### src/dcch_pkg.sv
// How it works
// - Brake code 1: selected output closed (low) while enabled, open while disabled.
// - Brake code 2: selected output open (high) while enabled, closed while disabled.
// - Brake code 3: selected output is released, not driven as brake.
// - Brake point 1 to 4 must already be configured as an output.
// - Brake code 1/2 takes the output; later alarm/motion assign forces code 3.
// - After power up the link runs at 9600 baud whatever is stored.
// - No host within 1 s and command mode: switch to stored baud.
// - Baud codes 1..5 map to 9600..115200; readable, writable, retained; rstn reloads stored code 1 here.
// - Baud write acts at once and drops the session; host reconnects.
// - Buffer-space query returns free slots: 63 empty, 0 full.
// - With no free slot a further command is refused and flags overflow.
// - Accel current below running current is refused.
// - Accel current has no effect in step-and-direction mode 7.
// - Currents held in 0.01 A steps; running current 0 to 5.00 A.
// - Running current is limited to the configured maximum current.
// - Writing running current sets idle current to half of it.
package dcch_pkg;

   // Register indices on the plain port
   localparam logic [3:0] ADDR_BRAKE = 4'h0;
   localparam logic [3:0] ADDR_IO_DIR = 4'h1;
   localparam logic [3:0] ADDR_FUNC_ASSIGN = 4'h2;
   localparam logic [3:0] ADDR_BAUD = 4'h3;
   localparam logic [3:0] ADDR_BAUD_ACTIVE = 4'h4;
   localparam logic [3:0] ADDR_BUF_SPACE = 4'h5;
   localparam logic [3:0] ADDR_RUN_CUR = 4'h6;
   localparam logic [3:0] ADDR_ACCEL_CUR = 4'h7;
   localparam logic [3:0] ADDR_IDLE_CUR = 4'h8;
   localparam logic [3:0] ADDR_MAX_CUR = 4'h9;
   localparam logic [3:0] ADDR_CMD_MODE = 4'ha;
   localparam logic [3:0] ADDR_PU_MODE = 4'hb;
   localparam logic [3:0] ADDR_STATUS = 4'hc;
   localparam logic [3:0] ADDR_MASK = 4'hd;

   // Field positions
   localparam int BRAKE_CODE_LSB = 0;
   localparam int BRAKE_POINT_LSB = 2;
   localparam int FUNC_LSB = 0;
   localparam int FUNC_POINT_LSB = 2;

   // Codes
   localparam logic [1:0] BRAKE_CLOSED_EN = 2'h1;
   localparam logic [1:0] BRAKE_OPEN_EN = 2'h2;
   localparam logic [1:0] BRAKE_UNUSED = 2'h3;
   localparam logic [1:0] FUNC_ALARM = 2'h1;
   localparam logic [1:0] FUNC_MOTION = 2'h2;
   localparam logic [2:0] BAUD_9600 = 3'h1;
   localparam logic [2:0] BAUD_115200 = 3'h5;
   localparam logic [4:0] STEP_DIR_MODE = 5'h07;
   localparam logic [1:0] PU_MODE_CMD = 2'h2;

   // Reset values and current full scale
   localparam logic [2:0] BAUD_NV_RST = 3'h1;
   localparam logic [5:0] FREE_SLOTS_RST = 6'h3f;
   localparam logic [9:0] CUR_FULL_SCALE = 10'h1f4;
   localparam logic [9:0] RUN_CUR_RST = 10'h064;
   localparam logic [9:0] MAX_CUR_RST = 10'h1f4;
   localparam logic [4:0] CMD_MODE_RST = 5'h00;
   localparam logic [1:0] PU_MODE_RST = 2'h2;

   // Status bits
   localparam int ST_OVERFLOW = 0;
   localparam int ST_REJECT = 1;
   localparam int ST_BAUD_SWITCH = 2;
   localparam int ST_SESSION_DROP = 3;

   // Timing
   localparam int CLK_MHZ = 250;
   localparam int HOST_WAIT_MS = 1000;
   localparam int HOST_WAIT_CYCLES = HOST_WAIT_MS * 1000 * CLK_MHZ;

   typedef struct packed {
      logic wr;
      logic rd;
      logic [3:0] addr;
      logic [15:0] wdata;
   } dcch_bus_t;

   typedef struct packed {
      logic [1:0] brake_code;
      logic [2:0] brake_point;
      logic [3:0] io_dir;
      logic [2:0] baud_nv;
      logic [2:0] baud_act;
      logic [9:0] run_cur;
      logic [9:0] accel_cur;
      logic [9:0] idle_cur;
      logic [9:0] max_cur;
      logic [4:0] cmd_mode;
      logic [1:0] pu_mode;
      logic [5:0] free_slots;
      logic [3:0] status;
      logic [3:0] mask;
      logic [15:0] rdata;
      logic irq;
      logic [3:0] brake_level;
      logic [3:0] brake_own;
      logic [9:0] accel_eff;
      logic session_drop;
      logic cmd_accept;
   } dcch_state_t;

   typedef struct packed {
      logic [27:0] count;
      logic waiting;
      logic expired;
   } dcch_timer_t;

endpackage

### src/dcch_top.sv
module dcch_top #(
   parameter int HOST_WAIT = dcch_pkg::HOST_WAIT_CYCLES
) (
   // Clock, reset, enable
   input wire logic clk,
   input wire logic rstn,
   input wire logic ce,
   // Register port
   input wire logic [3:0] reg_addr,
   input wire logic [15:0] reg_wdata,
   input wire logic reg_wr,
   input wire logic reg_rd,
   output logic [15:0] reg_rdata,
   // Drive and link events, same clock
   input wire logic drive_enabled,
   input wire logic host_seen,
   input wire logic cmd_push,
   input wire logic cmd_pop,
   // Command buffer answer
   output logic cmd_accept,
   // Link rate
   output logic [2:0] baud_code,
   output logic session_drop,
   output logic power_up_wait,
   // Brake outputs per I/O point
   output logic [3:0] brake_level,
   output logic [3:0] brake_own,
   // Current settings
   output logic [9:0] run_current,
   output logic [9:0] idle_current,
   output logic [9:0] accel_current,
   // Interrupt
   output logic irq
);
   dcch_pkg::dcch_state_t s_reg;
   dcch_pkg::dcch_state_t s_next;
   dcch_pkg::dcch_bus_t bus;

   logic timer_wait;
   logic timer_expired;
   logic [3:0] own_w;
   logic [3:0] lvl_w;
   logic [2:0] brake_pt_eff;

   assign bus = '{wr: reg_wr, rd: reg_rd, addr: reg_addr, wdata: reg_wdata};

   // Standard drives write point 0, meaning the single output
   assign brake_pt_eff = (s_reg.brake_point == 3'h0) ? 3'h1 : s_reg.brake_point;

   dcch_host_timer #(
      .WAIT_CYCLES(HOST_WAIT)
   ) u_timer (
      .clk(clk),
      .rstn(rstn),
      .ce(ce),
      .host_seen(host_seen),
      .waiting(timer_wait),
      .expired(timer_expired)
   );

   genvar gi;
   generate
      for (gi = 0; gi < 4; gi++) begin : g_point
         assign own_w[gi] = (s_reg.brake_code == dcch_pkg::BRAKE_CLOSED_EN
                             || s_reg.brake_code == dcch_pkg::BRAKE_OPEN_EN)
                            && brake_pt_eff == 3'(gi + 1);
         assign lvl_w[gi] = !own_w[gi] ? 1'b1 :
                            (s_reg.brake_code == dcch_pkg::BRAKE_CLOSED_EN)
                            ? !drive_enabled : drive_enabled;
      end
   endgenerate

   always_comb begin
      logic [3:0] ev;
      logic [1:0] wcode;
      logic [2:0] wpoint;
      logic [2:0] wbaud;
      logic [9:0] wcur;
      logic [1:0] wfunc;
      logic [2:0] wfpoint;
      logic wpt_ok;
      logic push_ok;
      ev = 4'h0;
      wcode = bus.wdata[dcch_pkg::BRAKE_CODE_LSB +: 2];
      wpoint = bus.wdata[dcch_pkg::BRAKE_POINT_LSB +: 3];
      wbaud = bus.wdata[2:0];
      wcur = bus.wdata[9:0];
      wfunc = bus.wdata[dcch_pkg::FUNC_LSB +: 2];
      wfpoint = bus.wdata[dcch_pkg::FUNC_POINT_LSB +: 3];
      wpt_ok = 1'b0;
      push_ok = 1'b0;
      s_next = s_reg;
      s_next.session_drop = 1'b0;
      s_next.cmd_accept = 1'b0;
      s_next.rdata = 16'h0000;

      push_ok = cmd_push && s_reg.free_slots != 6'h00;
      if (cmd_push && !push_ok) begin
         ev[dcch_pkg::ST_OVERFLOW] = 1'b1;
      end
      s_next.cmd_accept = push_ok;
      if (push_ok && !(cmd_pop && s_reg.free_slots != dcch_pkg::FREE_SLOTS_RST)) begin
         s_next.free_slots = s_reg.free_slots - 6'h01;
      end else if (!push_ok && cmd_pop && s_reg.free_slots != dcch_pkg::FREE_SLOTS_RST) begin
         s_next.free_slots = s_reg.free_slots + 6'h01;
      end

      if (timer_expired && s_reg.pu_mode == dcch_pkg::PU_MODE_CMD) begin
         s_next.baud_act = s_reg.baud_nv;
         ev[dcch_pkg::ST_BAUD_SWITCH] = 1'b1;
      end

      if (bus.wr) begin
         unique case (bus.addr)
            dcch_pkg::ADDR_BRAKE: begin
               if (wpoint == 3'h0) begin
                  wpt_ok = s_reg.io_dir[0];
               end else if (wpoint <= 3'h4) begin
                  wpt_ok = s_reg.io_dir[wpoint[1:0] - 2'h1];
               end
               if (wcode == 2'h0 || (wcode != dcch_pkg::BRAKE_UNUSED && !wpt_ok)) begin
                  ev[dcch_pkg::ST_REJECT] = 1'b1;
               end else begin
                  s_next.brake_code = wcode;
                  s_next.brake_point = wpoint;
               end
            end
            dcch_pkg::ADDR_IO_DIR: begin
               s_next.io_dir = bus.wdata[3:0];
            end
            dcch_pkg::ADDR_FUNC_ASSIGN: begin
               if ((wfunc == dcch_pkg::FUNC_ALARM || wfunc == dcch_pkg::FUNC_MOTION)
                   && ((wfpoint == 3'h0 ? 3'h1 : wfpoint) == brake_pt_eff)) begin
                  s_next.brake_code = dcch_pkg::BRAKE_UNUSED;
               end
            end
            dcch_pkg::ADDR_BAUD: begin
               if (wbaud >= dcch_pkg::BAUD_9600 && wbaud <= dcch_pkg::BAUD_115200) begin
                  s_next.baud_nv = wbaud;
                  s_next.baud_act = wbaud;
                  s_next.session_drop = 1'b1;
                  ev[dcch_pkg::ST_SESSION_DROP] = 1'b1;
               end else begin
                  ev[dcch_pkg::ST_REJECT] = 1'b1;
               end
            end
            dcch_pkg::ADDR_RUN_CUR: begin
               if (wcur > s_reg.max_cur || bus.wdata[15:10] != 6'h00) begin
                  ev[dcch_pkg::ST_REJECT] = 1'b1;
               end else begin
                  s_next.run_cur = wcur;
                  s_next.idle_cur = {1'b0, wcur[9:1]};
               end
            end
            dcch_pkg::ADDR_ACCEL_CUR: begin
               if (wcur < s_reg.run_cur || wcur > dcch_pkg::CUR_FULL_SCALE
                   || bus.wdata[15:10] != 6'h00) begin
                  ev[dcch_pkg::ST_REJECT] = 1'b1;
               end else begin
                  s_next.accel_cur = wcur;
               end
            end
            dcch_pkg::ADDR_IDLE_CUR: begin
               if (wcur > s_reg.run_cur || bus.wdata[15:10] != 6'h00) begin
                  ev[dcch_pkg::ST_REJECT] = 1'b1;
               end else begin
                  s_next.idle_cur = wcur;
               end
            end
            dcch_pkg::ADDR_MAX_CUR: begin
               s_next.max_cur = (wcur > dcch_pkg::CUR_FULL_SCALE || bus.wdata[15:10] != 6'h00)
                                ? dcch_pkg::CUR_FULL_SCALE : wcur;
            end
            dcch_pkg::ADDR_CMD_MODE: begin
               s_next.cmd_mode = bus.wdata[4:0];
            end
            dcch_pkg::ADDR_PU_MODE: begin
               s_next.pu_mode = bus.wdata[1:0];
            end
            dcch_pkg::ADDR_MASK: begin
               s_next.mask = bus.wdata[3:0];
            end
            default: begin
            end
         endcase
      end

      if (bus.rd) begin
         unique case (bus.addr)
            dcch_pkg::ADDR_BRAKE: s_next.rdata = {11'h000, s_reg.brake_point, s_reg.brake_code};
            dcch_pkg::ADDR_IO_DIR: s_next.rdata = {12'h000, s_reg.io_dir};
            dcch_pkg::ADDR_BAUD: s_next.rdata = {13'h0000, s_reg.baud_nv};
            dcch_pkg::ADDR_BAUD_ACTIVE: s_next.rdata = {13'h0000, s_reg.baud_act};
            dcch_pkg::ADDR_BUF_SPACE: s_next.rdata = {10'h000, s_reg.free_slots};
            dcch_pkg::ADDR_RUN_CUR: s_next.rdata = {6'h00, s_reg.run_cur};
            dcch_pkg::ADDR_ACCEL_CUR: s_next.rdata = {6'h00, s_reg.accel_cur};
            dcch_pkg::ADDR_IDLE_CUR: s_next.rdata = {6'h00, s_reg.idle_cur};
            dcch_pkg::ADDR_MAX_CUR: s_next.rdata = {6'h00, s_reg.max_cur};
            dcch_pkg::ADDR_CMD_MODE: s_next.rdata = {11'h000, s_reg.cmd_mode};
            dcch_pkg::ADDR_PU_MODE: s_next.rdata = {14'h0000, s_reg.pu_mode};
            dcch_pkg::ADDR_STATUS: s_next.rdata = {12'h000, s_reg.status};
            dcch_pkg::ADDR_MASK: s_next.rdata = {12'h000, s_reg.mask};
            default: s_next.rdata = 16'h0000;
         endcase
      end

      // New events win over the clear by read
      if (bus.rd && bus.addr == dcch_pkg::ADDR_STATUS) begin
         s_next.status = ev;
      end else begin
         s_next.status = s_reg.status | ev;
      end
      s_next.irq = |(s_next.status & s_next.mask);

      s_next.accel_eff = (s_next.cmd_mode == dcch_pkg::STEP_DIR_MODE)
                         ? s_next.run_cur : s_next.accel_cur;
      s_next.brake_own = own_w;
      s_next.brake_level = lvl_w;
   end

   always_ff @(posedge clk or negedge rstn) begin
      if (!rstn) begin
         s_reg <= '{
            brake_code: dcch_pkg::BRAKE_UNUSED,
            brake_point: 3'h0,
            io_dir: 4'h0,
            baud_nv: dcch_pkg::BAUD_NV_RST,
            baud_act: dcch_pkg::BAUD_9600,
            run_cur: dcch_pkg::RUN_CUR_RST,
            accel_cur: dcch_pkg::RUN_CUR_RST,
            idle_cur: {1'b0, dcch_pkg::RUN_CUR_RST[9:1]},
            max_cur: dcch_pkg::MAX_CUR_RST,
            cmd_mode: dcch_pkg::CMD_MODE_RST,
            pu_mode: dcch_pkg::PU_MODE_RST,
            free_slots: dcch_pkg::FREE_SLOTS_RST,
            status: 4'h0,
            mask: 4'h0,
            rdata: 16'h0000,
            irq: 1'b0,
            brake_level: 4'hf,
            brake_own: 4'h0,
            accel_eff: dcch_pkg::RUN_CUR_RST,
            session_drop: 1'b0,
            cmd_accept: 1'b0
         };
         power_up_wait <= 1'b1;
      end else if (ce) begin
         s_reg <= s_next;
         power_up_wait <= timer_wait;
      end
   end

   assign reg_rdata = s_reg.rdata;
   assign cmd_accept = s_reg.cmd_accept;
   assign baud_code = s_reg.baud_act;
   assign session_drop = s_reg.session_drop;
   assign brake_level = s_reg.brake_level;
   assign brake_own = s_reg.brake_own;
   assign run_current = s_reg.run_cur;
   assign idle_current = s_reg.idle_cur;
   assign accel_current = s_reg.accel_eff;
   assign irq = s_reg.irq;
endmodule

### src/dcch_host_timer.sv
// Power-up host wait: pulses once if no host is seen in time
module dcch_host_timer #(
   parameter int WAIT_CYCLES = dcch_pkg::HOST_WAIT_CYCLES
) (
   // Clock and reset
   input wire logic clk,
   input wire logic rstn,
   input wire logic ce,
   // Host activity
   input wire logic host_seen,
   // Result
   output logic waiting,
   output logic expired
);
   localparam logic [27:0] LAST = 28'(WAIT_CYCLES - 1);

   dcch_pkg::dcch_timer_t st_reg;
   dcch_pkg::dcch_timer_t st_next;

   always_comb begin
      st_next = st_reg;
      st_next.expired = 1'b0;
      if (st_reg.waiting) begin
         if (host_seen) begin
            st_next.waiting = 1'b0;
         end else if (st_reg.count == LAST) begin
            st_next.waiting = 1'b0;
            st_next.expired = 1'b1;
         end else begin
            st_next.count = st_reg.count + 28'h0000001;
         end
      end
   end

   always_ff @(posedge clk or negedge rstn) begin
      if (!rstn) begin
         st_reg <= '{count: 28'h0000000, waiting: 1'b1, expired: 1'b0};
      end else if (ce) begin
         st_reg <= st_next;
      end
   end

   assign waiting = st_reg.waiting;
   assign expired = st_reg.expired;
endmodule

### config.mk
export PLATFORM = sky130hd
export DESIGN_NAME = dcch_top
export DESIGN_NICKNAME = d
export VERILOG_FILES = /design/src/dcch_pkg.sv /design/src/dcch_top.sv /design/src/dcch_host_timer.sv
export SDC_FILE = /design/constraint.sdc
export NUM_CORES = 1
export LEC_CHECK = 0
export BUFFER_PORTS_ARGS = -buffer_cell sky130_fd_sc_hd__buf_4
export CAP_MARGIN = 20
export CORE_ASPECT_RATIO = 0.8
export CORE_MARGIN = 5
export CORE_UTILIZATION = 50
export DETAILED_ROUTE_END_ITERATION = 6
export GPL_ROUTABILITY_DRIVEN = 1
export PLACE_DENSITY = 0.7
export SLEW_MARGIN = 40
export SYNTH_ARGS = -nofsm -noshare
export SYNTH_HDL_FRONTEND = slang
export SYNTH_SLANG_ARGS = --single-unit
### constraint.sdc
create_clock -name clk -period 2.7 [get_ports clk]
set_input_delay 0.27 -clock clk [delete_from_list [all_inputs] [get_ports clk]]
set_output_delay 0.27 -clock clk [all_outputs]
set_load 0.01 [all_outputs]
---- Yosys cells after proc, flatten, opt, wreduce, memory -nomap -nowiden ----
Cells that the tools add are included.
word-level totals
  input bits .............................. 29
  output and inout bits ................... 61
  bits in registers ....................... 144
cells by class
  add/subtract/negate cells ............... 4
  bitwise operators ....................... 5
  reductions and logical operators ........ 46
  equal/unequal tests ..................... 31
  mux-type cells .......................... 55
  $lt $le $gt $ge ......................... 8
operators with widths
  operator                                                                number
  10-bit one-hot mux with 13 select lines                                 1
  10-bit 2-to-1 mux                                                       10
  50-bit 2-to-1 mux                                                       1
  28-bit by 1-bit adder with 28-bit output (second input constant)        1
  28-bit == test (second input constant)                                  1
  4-bit == test (second input constant)                                   6
  1-bit 2-to-1 mux                                                        23
  10-bit > comparator                                                     2
  10-bit one-hot mux with 2 select lines                                  1
  4-bit by 3-bit == test with 1-bit output (second input constant)        4
  1-bit logical AND                                                       15
  3-bit 2-to-1 mux                                                        5
  4-bit 2-to-1 mux                                                        3
  6-bit 2-to-1 mux                                                        2
  4-bit AND reduction                                                     3
  6-bit nonzero test                                                      2
  10-bit by 9-bit > comparator with 1-bit output (second input constant)  1
  10-bit < comparator                                                     1
  5-bit 2-to-1 mux                                                        2
  2-bit inequality test (second input constant)                           5
  5-bit AND reduction                                                     2
  3-bit AND reduction                                                     3
  4-bit by 2-bit == test with 1-bit output (second input constant)        2
  1-bit logical OR                                                        8
  29 further kinds                                                        45

---- Logic depth before layout (Yosys ltp) ----
Gate-level depths: netlist of run 1.
  depth in word-level cells ............... 17
  mapped depth ............................ 12
  gate-level depth less buffers ........... 12

---- By module ----
From an unflattened synthesis of run 1, not the netlist that was laid out.
unflattened totals
  cells, all modules ...................... 838
  area total of the unflattened synthesis .. 8295.5 sq um
modules (own cells, without submodules)
  module           instances  sequential area each (sq um)  area an instance (sq um)  cells an instance
  dcch_top         1          2745.1                        6842.8                    712
  dcch_host_timer  1          752.0                         1452.6                    126

---- Worst setup path before layout of run 1 ----
OpenSTA, ideal clock, no wires.
  path kind ............................... register to register
  start ................................... register s_reg[45] (netlist bit)
  end ..................................... register s_reg[50] (netlist bit)
  data required time ...................... 2.617 ns
  buffers on the path ..................... 0
  library setup time ...................... 0.083 ns
  slack ................................... 0.244 ns
  stages on the path, launching flop included .. 13
  arrival time ............................ 2.373 ns
  path through ............................ dfstp_2 > inv_1 > o31ai_1 > nand3_1 > inv_1 > ha_1 > a21o_1 > a21oi_1 > o21bai_1 > a21oi_1 > xnor2_1 > nor2_1 > xor2_1
on the way
  cells in the longest elaborated chain, start to end .. 7
  elaborated cells on any way between the ends .. 15
RTL lines
  what                                                                                            RTL line         text
  start: declaration                                                                              dcch_top.sv:35   dcch_pkg::dcch_state_t s_reg;
  start signal: assignment                                                                        dcch_top.sv:223  s_reg <= '{
  start signal: assignment                                                                        dcch_top.sv:248  s_reg <= s_next;
  parallel branches: the longest is 7 deep, another holds 6-bit by 1-bit adder with 6-bit output  --
Parallel ways; which one is timed is not known. The select of a mux whose other input is x is not followed.
A chain may end at the register's enable or synchronous reset.

---- Worst setup path after layout of run 1 ----
  start ................................... register s_reg[63] (netlist bit)
  end ..................................... register s_reg (netlist bit irq)
on the way
  cells in the longest elaborated chain, start to end .. 9
RTL lines
  what                                       RTL line         text
  10-bit > comparator (*)                    dcch_top.sv:148  if (wcur > s_reg.max_cur || bus.wdata[15:10] != 6'h00) begin
  1-bit logical OR (*)                       dcch_top.sv:148
  1-bit 2-to-1 mux (*)                       dcch_top.sv:148
  1-bit one-hot mux with 5 select lines (*)  dcch_top.sv:114  unique case (bus.addr)
  1-bit 2-to-1 mux (*)                       dcch_top.sv:113  if (bus.wr) begin
  4-bit OR                                   dcch_top.sv:211  s_next.status = s_reg.status | ev;
  4-bit 2-to-1 mux (*)                       dcch_top.sv:208  if (bus.rd && bus.addr == dcch_pkg::ADDR_STATUS) begin
  4-bit bitwise AND (*)                      dcch_top.sv:213  s_next.irq = |(s_next.status & s_next.mask);
  4-bit OR reduction (*)                     dcch_top.sv:213
Mark *: on every way between the ends. The rest lies on a longest branch, timed or not.

==> run summary, run 1 <==
Outcome: finished, final reports clean
Startpoint types: register
Mapped Area: 8320 um2
Number of global-route vias before repair: 6,447
Post-synthesis cell type count: 82
Core Area: 16,400 um2
Die Span Y: 125 um
Synth-to-layout area growth: 15.3%
# clock sinks: 138
Final worst-path cycle share: 97.2%
Mapped Cells: 868
Root cell of the clock tree: clkbuf_16
Finished Cell Area: 9590 um2
Critical R2R Capture: irq
Fin crit period: 2.62 ns
DIE AREA: 19,300 um2
Ys flop type: dfrtp_1
Worst Path Arrival: 2.92 ns
PwrDens: 599 nW/um2
Max Cap Viol: 0
GRT Resource Usage Total: 24.2%
Seq/Total Area, Yosys: 42.0%
Clock skew: 0.0102 ns
Initial DRT Pass Iterations: 5
Nets@finish: 986
Placement Setup Slack: 0.0605 ns
Synthesized area per cell: 9.58 um2
Clk_lat worst skew: 0.42 ns
Leak: 4.37 nW
Launching point of the worst reg2reg path: s_reg[63]
Reg-to-reg slack, setup: 0.08 ns
CTS tree: done
Adder-cell share of the synthesized area: 4.90%
WS Path Type: reg2reg
Share of cells above drive strength 1: 25.6%
I/O Pins: 90
CTS Buf Count: 17
Compound-Gate Fraction of Synth Area: 17.4%
Crit end category: register
Die span in x: 154 um
Hold Crit Start: host_seen
Syn. warnings: 0
Largest net degree at the start of global routing: 64
Post-Place Cell Area: 8980 um2
Min-Delay Path Depth: 2
Number of vias in the routed layout: 6,900
Async S/R FF share, synth: 100%
H-tree depth: 4
Final setup viols: 0
Fillers: 1,458
Diode count: 0
Yosys reg bits: 138
Synth Area in XOR/XNOR: 3.79%
Fmax: 381 MHz
Clock Tree Buf Depth: 2
DR DRC count: 0
Routed Antenna Nets: 0
PortBufs: 83
Commonest non-fill, non-tap cell in the layout: buf_4
Multiplexer share of the synthesized area: 6.85%
Tightest Pin Transition: 0.644 ns
Initial Util: 50.6%
Pins over their slew limit: 0
Vias per cell: 5.96
Row cnt: 42
Hold Crit Class: in2reg
Wirelength per Cell: 20.2 um
First-pass GRT wire length: 36,700 um
Most frequent cells in the layout: 124 x buf_4, 103 x dfrtp_1, 76 x nand2_1
Clock-pin slew on the worst setup and hold paths: 0.06 ns
RSZ-0062 raised after global routing: yes
Drt first-iter violations: 866
Crit-path max FO: 3
R2r worst-path depth: 9
Setup ws final: 0.0758 ns
RePlAce Congestion: 0.974
Max FFs per register: 53
Detailed Route WL: 23,400 um
Hold Violations, Final: 0
Global route total overflow: 0
IR Drop Worst-Case VDD: 0.480 mV
Largest family of logic cells by synthesized area: compound AO/OA/AOI/OAI gates
Simple-Gate Fraction of Synth Area: 15.6%
EDFF count, synth: 0
Initial antenna violation count: 0
Slew headroom: 56.7%
DP Wirelength: 17,100 um
Hold Crit Endpoint: u_timer.expired
Required @ worst endpoint: 2.99 ns
[worst max path at each step]
stage                     startpoint         endpoint  cells after the start
after CTS                  s_reg[46]        s_reg[50]                     12
final                      s_reg[63]              irq                      9
after global placement     s_reg[63]  idle_current[2]                     10
after floorplan            s_reg[45]        s_reg[50]                     12
after detailed placement   s_reg[46]        s_reg[50]                     12
after global routing       s_reg[46]        s_reg[50]                     12
[stage by stage]
| stage | instances | util [%] | setup TNS, ns | hold WS, ns | power (W) |
|---|---|---|---|---|---|
| 6_report | 1158 | 58.3 | 0 | 0.0543 | 0.00574 |
| 3_3_place_gp | 1125 | 54.6 | 0 | 0.294 | 0.00348 |
| 2_1_floorplan | 873 | - | 0 | -0.0256 | 0.00314 |
| 5_1_grt | 1158 | 58.3 | -0.0428 | 0.0575 | 0.00601 |
| 4_1_cts | 1158 | 58.1 | 0 | 0.0451 | 0.00574 |
| 3_5_place_dp | 1125 | 54.6 | 0 | 0.288 | 0.00350 |
[cell type report]
class | instances | area, um2 | area share, %
Inverter | 43 | 161 | 1.68
Sequential cell | 138 | 3500 | 36.5
Timing Repair Buffer | 128 | 992 | 10.3
Clock buffer | 22 | 474 | 4.95
Clock inverter | 10 | 91.3 | 0.953
Multi-Input combinational cell | 597 | 4100 | 42.7
Tap cell | 220 | 275 | 2.87
[per-layer routing]
metal / track usage, % / share of wire [%] / up-vias / routed length (um)
met2: 31.5 / 40 / 349 / 9360
met4: 6.18 / 2.1 / 0 / 483
met5: 0 / 0 / - / 0
met1: 38.7 / 47 / 3327 / 11000
li1: - / - / 3176 / -
met3: 7.22 / 11 / 48 / 2520
[synthesized netlist by cell type (9+ instances only)]
| cell type | number | area share (%) |
|---|---|---|
| dfstp_2 | 35 | 11 |
| mux2i_1 | 9 | 1.1 |
| buf_2 | 13 | 0.78 |
| mux2_1 | 17 | 2.3 |
| mux2_2 | 17 | 2.3 |
| dfrtp_1 | 103 | 31 |
| nor2_1 | 66 | 3.0 |
| nor4_1 | 11 | 0.83 |
| nor3_1 | 14 | 0.84 |
| a22oi_1 | 9 | 0.81 |
| a21oi_1 | 34 | 2.0 |
| nand2_1 | 76 | 3.4 |
| o21ai_0 | 42 | 2.5 |
| a221oi_1 | 10 | 1.1 |
| nand4_1 | 12 | 0.90 |
| o21ai_1 | 23 | 1.4 |
| nand3_1 | 23 | 1.4 |
| xor2_1 | 17 | 1.8 |
| clkbuf_1 | 20 | 0.90 |
| nor2b_1 | 15 | 1.1 |
| inv_1 | 40 | 1.8 |
| a31oi_1 | 15 | 1.1 |
| xnor2_1 | 19 | 2.0 |
| o31ai_1 | 14 | 1.3 |
| ha_1 | 31 | 4.7 |
| buf_4 | 57 | 5.1 |
[what timing repair did]
action,4_1_cts,5_1_grt
buffers inserted,0,0
setup endpoints to repair,0,16
resized for setup,0,6
endpoints found under the hold margin,46,0
hold buffers,1,0
[logic make-up (layout without fill, tap and decap cells)]
group                    count (synthesis)  after routing
AO/OA/AOI/OAI                          212            212
XOR/XNOR                                36             36
adder cells (fa/ha/maj)                 32             32
buffers and inverters                  138            203
flip-flops                             138            138
multiplexers                            49             49
other                                    1              6
AND/OR/NAND/NOR                        262            262
[power by group]
part	switching, W	leakage, nW	total, W	internal [W]
Combinational	0.000577	2.36	0.00101	0.000437
Sequential	0.000191	1.73	0.00249	0.00230
Clock	0.000894	0.277	0.00223	0.00134
[worst max-delay path, stage by stage, from the launching register on]
cell and delay [ns]:
dfstp_2 0.53, inv_1 0.08, ha_4 0.24, a21oi_1 0.14, o21ai_1 0.11, a2111oi_4 0.51, a21boi_1 0.16, a221o_1 0.34
a211oi_1 0.28, a21oi_1 0.10
(Power assumes the default switching activity.)
==> run 2, diff against run 1 <==
- ABC_AREA: not set -> 1
==> run summary, run 2 <==
Outcome: finished, final reports clean
Critical Path Max Stage Delay: 0.37 ns (-0.16 ns)
Number of vias in the routed layout: 7,747 (+12%)
Synth-to-layout area growth: 13.1%
PwrDens: 654 nW/um2 (+9.2%)
Die Span Y: 127 um (+1.2%)
EDFF count, synth: 0 (unchanged)
Syn. warnings: 0 (unchanged)
Diode count: 0 (unchanged)
Clock skew: 0.0108 ns (+0.000595 ns)
Wirelength per Cell: 17.2 um (-15%)
IR Drop Worst-Case VDD: 0.405 mV (-16%)
Routed Antenna Nets: 0 (unchanged)
CTS Buf Count: 17 (unchanged)
Synth top area share: 30.2% (-0.81 points)
WS Path Type: reg2reg
Seq/Total Area, Yosys: 41.0% (-1.1 points)
Root cell of the clock tree: clkbuf_16
GRT Resource Usage Total: 24.8% (+0.63 points)
CTS tree: done
Required @ worst endpoint: 3.05 ns (+0.06 ns)
Async S/R FF share, synth: 100% (unchanged)
Final setup viols: 0 (unchanged)
First-pass GRT wire length: 38,900 um (+5.7%)
Hold slack: 0.0727 ns (+0.0184 ns)
Post-Place Cell Area: 9070 um2 (+1.0%)
DR DRC count: 0 (unchanged)
Mapped Cells: 1,128 (+30%)
I/O Pins: 90 (unchanged)
Initial DRT Pass Iterations: 7 (+2)
Startpoint types: register
Crit end category: register
Max FFs per register: 53 (unchanged)
RePlAce Congestion: 0.979 (+0.53%)
Final worst-path cycle share: 91.2% (-6.0 points)
Area of the multi-input gates: 4050 um2 (-1.3%)
Ys flop type: dfrtp_1
Hold Violations, Final: 0 (unchanged)
Clock Tree Buf Depth: 2 (unchanged)
Synthesized area per cell: 7.57 um2 (-21%)
PortBufs: 83 (unchanged)
Max Cap Viol: 0 (unchanged)
Drt first-iter violations: 921 (+6.4%)
Synth top area cells: dfrtp_1 30%, nand2_1 14%, dfstp_2 11%
Share of cells above drive strength 1: 16.0% (-9.6 points)
Fin crit period: 2.46 ns (-0.162 ns)
Commonest non-fill, non-tap cell in the layout: nand2_1
Hold Crit Class: in2reg
Vias per cell: 5.54 (-7.1%)
Pins over their slew limit: 0 (unchanged)
H-tree depth: 4 (unchanged)
Largest net degree at the start of global routing: 74 (+16%)
DP Wirelength: 17,500 um (+2.3%)
Post-synthesis cell type count: 51 (-38%)
Number of global-route vias before repair: 7,249 (+12%)
# clock sinks: 138 (unchanged)
Post-synth top cells: 326 x nand2_1, 113 x inv_1, 103 x dfrtp_1, 81 x nor2_1, 78 x nand3_1
Initial antenna violation count: 0 (unchanged)
Post-synth top area cell: dfrtp_1
Yosys reg bits: 138 (unchanged)
Leak: 4.83 nW (+11%)
TNS Setup: 0 ns (unchanged)
RSZ-0062 raised after global routing: no
Initial Util: 51.3% (+0.70 points)
Core Area: 16,700 um2 (+1.3%)
DIE AREA: 19,800 um2 (+2.5%)
Clock-pin slew on the worst setup and hold paths: 0.06 ns (about the same)
Finished Cell Area: 9660 um2 (+0.77%)
Die span in x: 156 um (+1.2%)
Register area: 3500 um2 (unchanged)
Count leader, synth: nand2_1
Row cnt: 42 (unchanged)
Fillers: 1,529 (+4.9%)
Slowest CP cell: dfstp_2
Nets@finish: 1,227 (+24%)
Most common cell on crit path: nand2_1
Slew headroom: 52.9% (-3.8 points)
Global route total overflow: 0 (unchanged)
Detailed Route WL: 24,000 um (+2.7%)
Crit-path max FO: 4 (+1)
Mapped Area: 8540 um2 (+2.7%)
Most frequent cells in the layout: 326 x nand2_1, 113 x inv_1, 103 x dfrtp_1
Cell Chain, Critical Path: inv_1 -> nand2_1 -> nor3_1 -> nand2_1 -> nand3_1 -> inv_1 -> ha_1 -> a21oi_1 -> nand2_1 -> nand2_1 -> nand2_1 -> a21oi_1 -> xor2_1 -> nand2_1 -> o21ai_0
Fmax: 406 MHz (+6.6%)
Tightest Pin Transition: 0.706 ns (+0.0619 ns)
Clk_lat worst skew: 0.43 ns (about the same)
Worst Path Arrival: 2.81 ns (-0.11 ns)
==> run 2: report_power, final <==
part	internal (W)	total, W	switching [W]
combinational	0.000531	0.00132	0.000790
clock	0.00141	0.00234	0.000927
sequential	0.00241	0.00265	0.000245
==> run 2: metal layers <==
layer / part of all wire (%) / wire length (um) / vias up / track usage, %
met3: 8.3 / 2000 / 39 / 6.13
met5: 0 / 0 / - / 0
met1: 49 / 11700 / 3634 / 38.6
li1: - / - / 3726 / -
met2: 41 / 9880 / 348 / 34.2
met4: 1.7 / 412 / 0 / 6.99
==> run 2: worst paths after layout <==
path / startpoint / end / slack (ns) / cells after the start
min in group asynchronous: rstn / accel_current[8] / 0.44 / 2
min reg2reg: power_up_wait / power_up_wait / 0.47 / 2
max: s_reg[45] / s_reg[50] / 0.24 / 15
min: host_seen / u_timer.expired / 0.07 / 2
max reg2reg: s_reg[45] / s_reg[50] / 0.24 / 15
max in group asynchronous: rstn / s_reg[46] / 1.55 / 3
==> run 2: worst max-delay path, delay by kind of cell (launching register included) <==
kind / cells / cell delay [ns]
simple gates: 8 / 0.85
compound gates: 3 / 0.38
flops: 1 / 0.37
fa+ha+maj: 1 / 0.35
buf+inv: 2 / 0.28
xor+xnor: 1 / 0.15
==> run 2: layout make-up <==
cell class	instances	area share [%]
multi-input cells	784	41.9
flip-flops and latches	138	36.2
repair buffers	103	8.33
clock buffers	22	4.80
inverters	122	4.74
well taps	220	2.85
clock inverters	10	1.22
==> run 2: logic make-up (layout without fill, tap and decap cells) <==
kind of cell | after synthesis | in the layout | share of synthesized area [%]
other cells | 1 | 6 | 0.0439
simple gates | 536 | 536 | 26.3
fa+ha+maj | 32 | 32 | 4.78
xor+xnor | 36 | 36 | 3.69
mux | 1 | 1 | 0.132
flops | 138 | 138 | 41.0
buf+inv | 211 | 257 | 11.9
compound gates | 173 | 173 | 12.2
==> run 2: per-stage QoR <==
step | std cells | power, W | setup slack, ns | utilization [%]
after floorplan | 1133 | 0.00356 | 0.522 | -
after global placement | 1366 | 0.00396 | 0.333 | 54.4
after detailed placement | 1366 | 0.00399 | 0.259 | 54.4
after CTS | 1399 | 0.00634 | 0.246 | 58.0
after global routing | 1399 | 0.00666 | 0.0244 | 58.0
final | 1399 | 0.00632 | 0.238 | 58.0
==> run 2: repair_timing <==
action	4_1_cts	5_1_grt
buffers inserted	0	0
hold buffers	1	0
gates resized for setup	0	0
hold endpoints to repair	56	0
==> run 3, diff against run 2 <==
- ABC_AREA: 1 -> 0
- CORE_MARGIN: 5 -> 2
==> run summary, run 3 (synthesis gave the netlist of run 1 again) <==
Initial antenna violation count: 0 (unchanged)
Detailed Route WL: 23,000 um (-4.3%)
Crit end category: register
RSZ-0062 raised after global routing: yes
Row cnt: 42 (unchanged)
Slew headroom: 50.8% (-2.1 points)
GRT Resource Usage Total: 26.7% (+1.8 points)
Clock Tree Buf Depth: 2 (unchanged)
Wirelength per Cell: 19.9 um (+16%)
Pins over their slew limit: 0 (unchanged)
Number of vias in the routed layout: 6,878 (-11%)
Diode count: 0 (unchanged)
Register share of total power: 43.8% (+1.8 points)
Routed Antenna Nets: 0 (unchanged)
IR Drop Worst-Case VDD: 0.494 mV (+22%)
Hold Crit Class: in2reg
CP Buf/Inv Count: 2 (unchanged)
Psw: 0.00163 W (-17%)
Crit path max-delay family: compound AO/OA/AOI/OAI gates
Core Area: 16,400 um2 (-1.6%)
Tightest Pin Transition: 0.732 ns (+0.0258 ns)
DR DRC count: 2 (+2)
Most frequent cells in the layout: 119 x buf_4, 103 x dfrtp_1, 76 x nand2_1
Initial DRT Pass Iterations: 7 (unchanged)
Launch point of the worst path: run_current[2]
Number of global-route vias before repair: 6,432 (-11%)
Int Pwr: 0.00407 W (-6.5%)
R2r worst-path depth: 10 (-5)
Final setup viols: 0 (unchanged)
Launching point of the worst reg2reg path: run_current[2]
Clock power share: 38.7% (+1.7 points)
DIE AREA: 17,700 um2 (-11%)
Crit-path max FO: 10 (+6)
Critical Path Max Stage Delay: 0.61 ns (+0.24 ns)
WS Path Type: reg2reg
CTS Buf Count: 17 (unchanged)
Placement Setup Slack: 0.0583 ns (-0.200 ns)
Share of cells above drive strength 1: 24.7% (+8.7 points)
Synth-to-layout area growth: 14.9%
Setup ws final: 0.0574 ns (-0.181 ns)
Global route total overflow: 0 (unchanged)
Fmax: 378 MHz (-6.8%)
Worst Path Arrival: 2.94 ns (+0.13 ns)
Die span in x: 148 um (-5.1%)
I/O Pins: 90 (unchanged)
Commonest non-fill, non-tap cell in the layout: buf_4
Max FFs per register: 53 (unchanged)
Combinational power share: 17.6% (-3.3 points)
Outcome: complete, but fails checks
Startpoint types: register
Area of the multi-input gates: 4090 um2 (+1.2%)
Final worst-path cycle share: 97.9% (+6.7 points)
Slowest CP cell: dfstp_2
Max Cap Viol: 0 (unchanged)
Worst Setup EP: idle_current[3]
Clock-pin slew on the worst setup and hold paths: 0.06 ns (about the same)
First-pass GRT wire length: 36,000 um (-7.3%)
Drt first-iter violations: 814 (-12%)
Vias per cell: 5.96 (+7.6%)
Die Span Y: 119 um (-5.9%)
Clk_lat worst skew: 0.42 ns (about the same)
# clock sinks: 138 (unchanged)
Largest net degree at the start of global routing: 78 (+5.4%)
Register area: 3500 um2 (unchanged)
DP Wirelength: 16,800 um (-4.1%)
Nets@finish: 982 (-20%)
PortBufs: 83 (unchanged)
Worst path depth: 10 (-5)
Critical R2R Capture: idle_current[3]
Reg-to-reg slack, setup: 0.06 ns (-0.18 ns)
CTS tree: done
TNS Setup: 0 ns (unchanged)
Switching Share: 28.6% (-2.5 points)
Leak: 4.35 nW (-10%)
Initial Util: 50.7% (-0.54 points)
Failing checks: DRC
Fillers: 1,466 (-4.1%)
Cell Chain, Critical Path: inv_1 -> ha_1 -> and4_1 -> o21ai_1 -> a31oi_2 -> o22ai_1 -> and3_1 -> o21ai_4 -> buf_12 -> mux2_1
RePlAce Congestion: 0.948 (-3.2%)
Root cell of the clock tree: clkbuf_16
Required @ worst endpoint: 3.00 ns (-0.05 ns)
Fin crit period: 2.64 ns (+0.181 ns)
H-tree depth: 4 (unchanged)
PwrDens: 596 nW/um2 (-8.8%)
Clock skew: 0.0104 ns (-0.000433 ns)
Hold Violations, Final: 0 (unchanged)
Final core occ: 58.3% (+0.27 points)
Hold slack: 0.0503 ns (-0.0224 ns)
[run 3: cell types whose count changed in the layout (fill, tap and decap cells not counted), sizes merged, moves of 7 or more]
cell / before / now
nand2: 328 / 77
inv: 122 / 41
nand3: 78 / 24
mux2: 1 / 38
buf: 102 / 123
o21ai: 86 / 67
a21oi: 17 / 34
nor2: 85 / 68
nor2b: 0 / 15
o31ai: 0 / 14
mux2i: 0 / 10
o22ai: 14 / 5
o2bb2ai: 0 / 7
[run 3: timing repair]
item,in CTS,in global routing
endpoints found under the hold margin,23,0
setup endpoints to repair,0,19
gates resized for setup,0,5
setup buffers,0,2
hold buffers,1,0
[run 3: layout make-up]
class,count,share of cell area (%)
Clock inverter,7,0.694
Multi-Input combinational cell,597,42.8
Inverter,43,1.69
Tap cell,220,2.88
Clock buffer,25,5.08
Timing Repair Buffer,124,10.2
Sequential cell,138,36.6
[run 3: how the worst min path moves through the flow]
stage | start | endpoint | slack, ns | cells past startpoint
final | host_seen | u_timer.expired | 0.05 | 2
after global routing | host_seen | u_timer.expired | 0.04 | 2
after CTS | host_seen | u_timer.expired | 0.04 | 2
after detailed placement | rstn | idle_current[9] | 0.18 | 1
after global placement | rstn | idle_current[6] | 0.18 | 1
after floorplan | rstn | accel_current[0] | -0.03 | 0
[run 3: metal layers]
layer	wire (um)	global-route usage [%]	up-vias
met4	296	6.43	0
li1	-	-	3161
met1	10700	41.0	3324
met2	9370	35.9	368
met5	0	0	-
met3	2600	8.66	25
[run 3: power by group through the flow]
| stage | logic (W) | clock network (W) | registers (W) |
|---|---|---|---|
| global placement | 0.000956 | 0 | 0.00251 |
| CTS | 0.000980 | 0.00224 | 0.00249 |
| finish | 0.00100 | 0.00220 | 0.00249 |
| global route | 0.00111 | 0.00234 | 0.00251 |
| detailed placement | 0.000973 | 0 | 0.00252 |
| floorplan | 0.000690 | 0 | 0.00245 |
[run 3: stage by stage]
step / cells / total power (W) / instance area [um2]
floorplan: 873 / 0.00314 / 8340
global placement: 1119 / 0.00347 / 8940
detailed placement: 1119 / 0.00349 / 8940
CTS: 1152 / 0.00571 / 9510
global route: 1154 / 0.00597 / 9550
finish: 1154 / 0.00570 / 9550
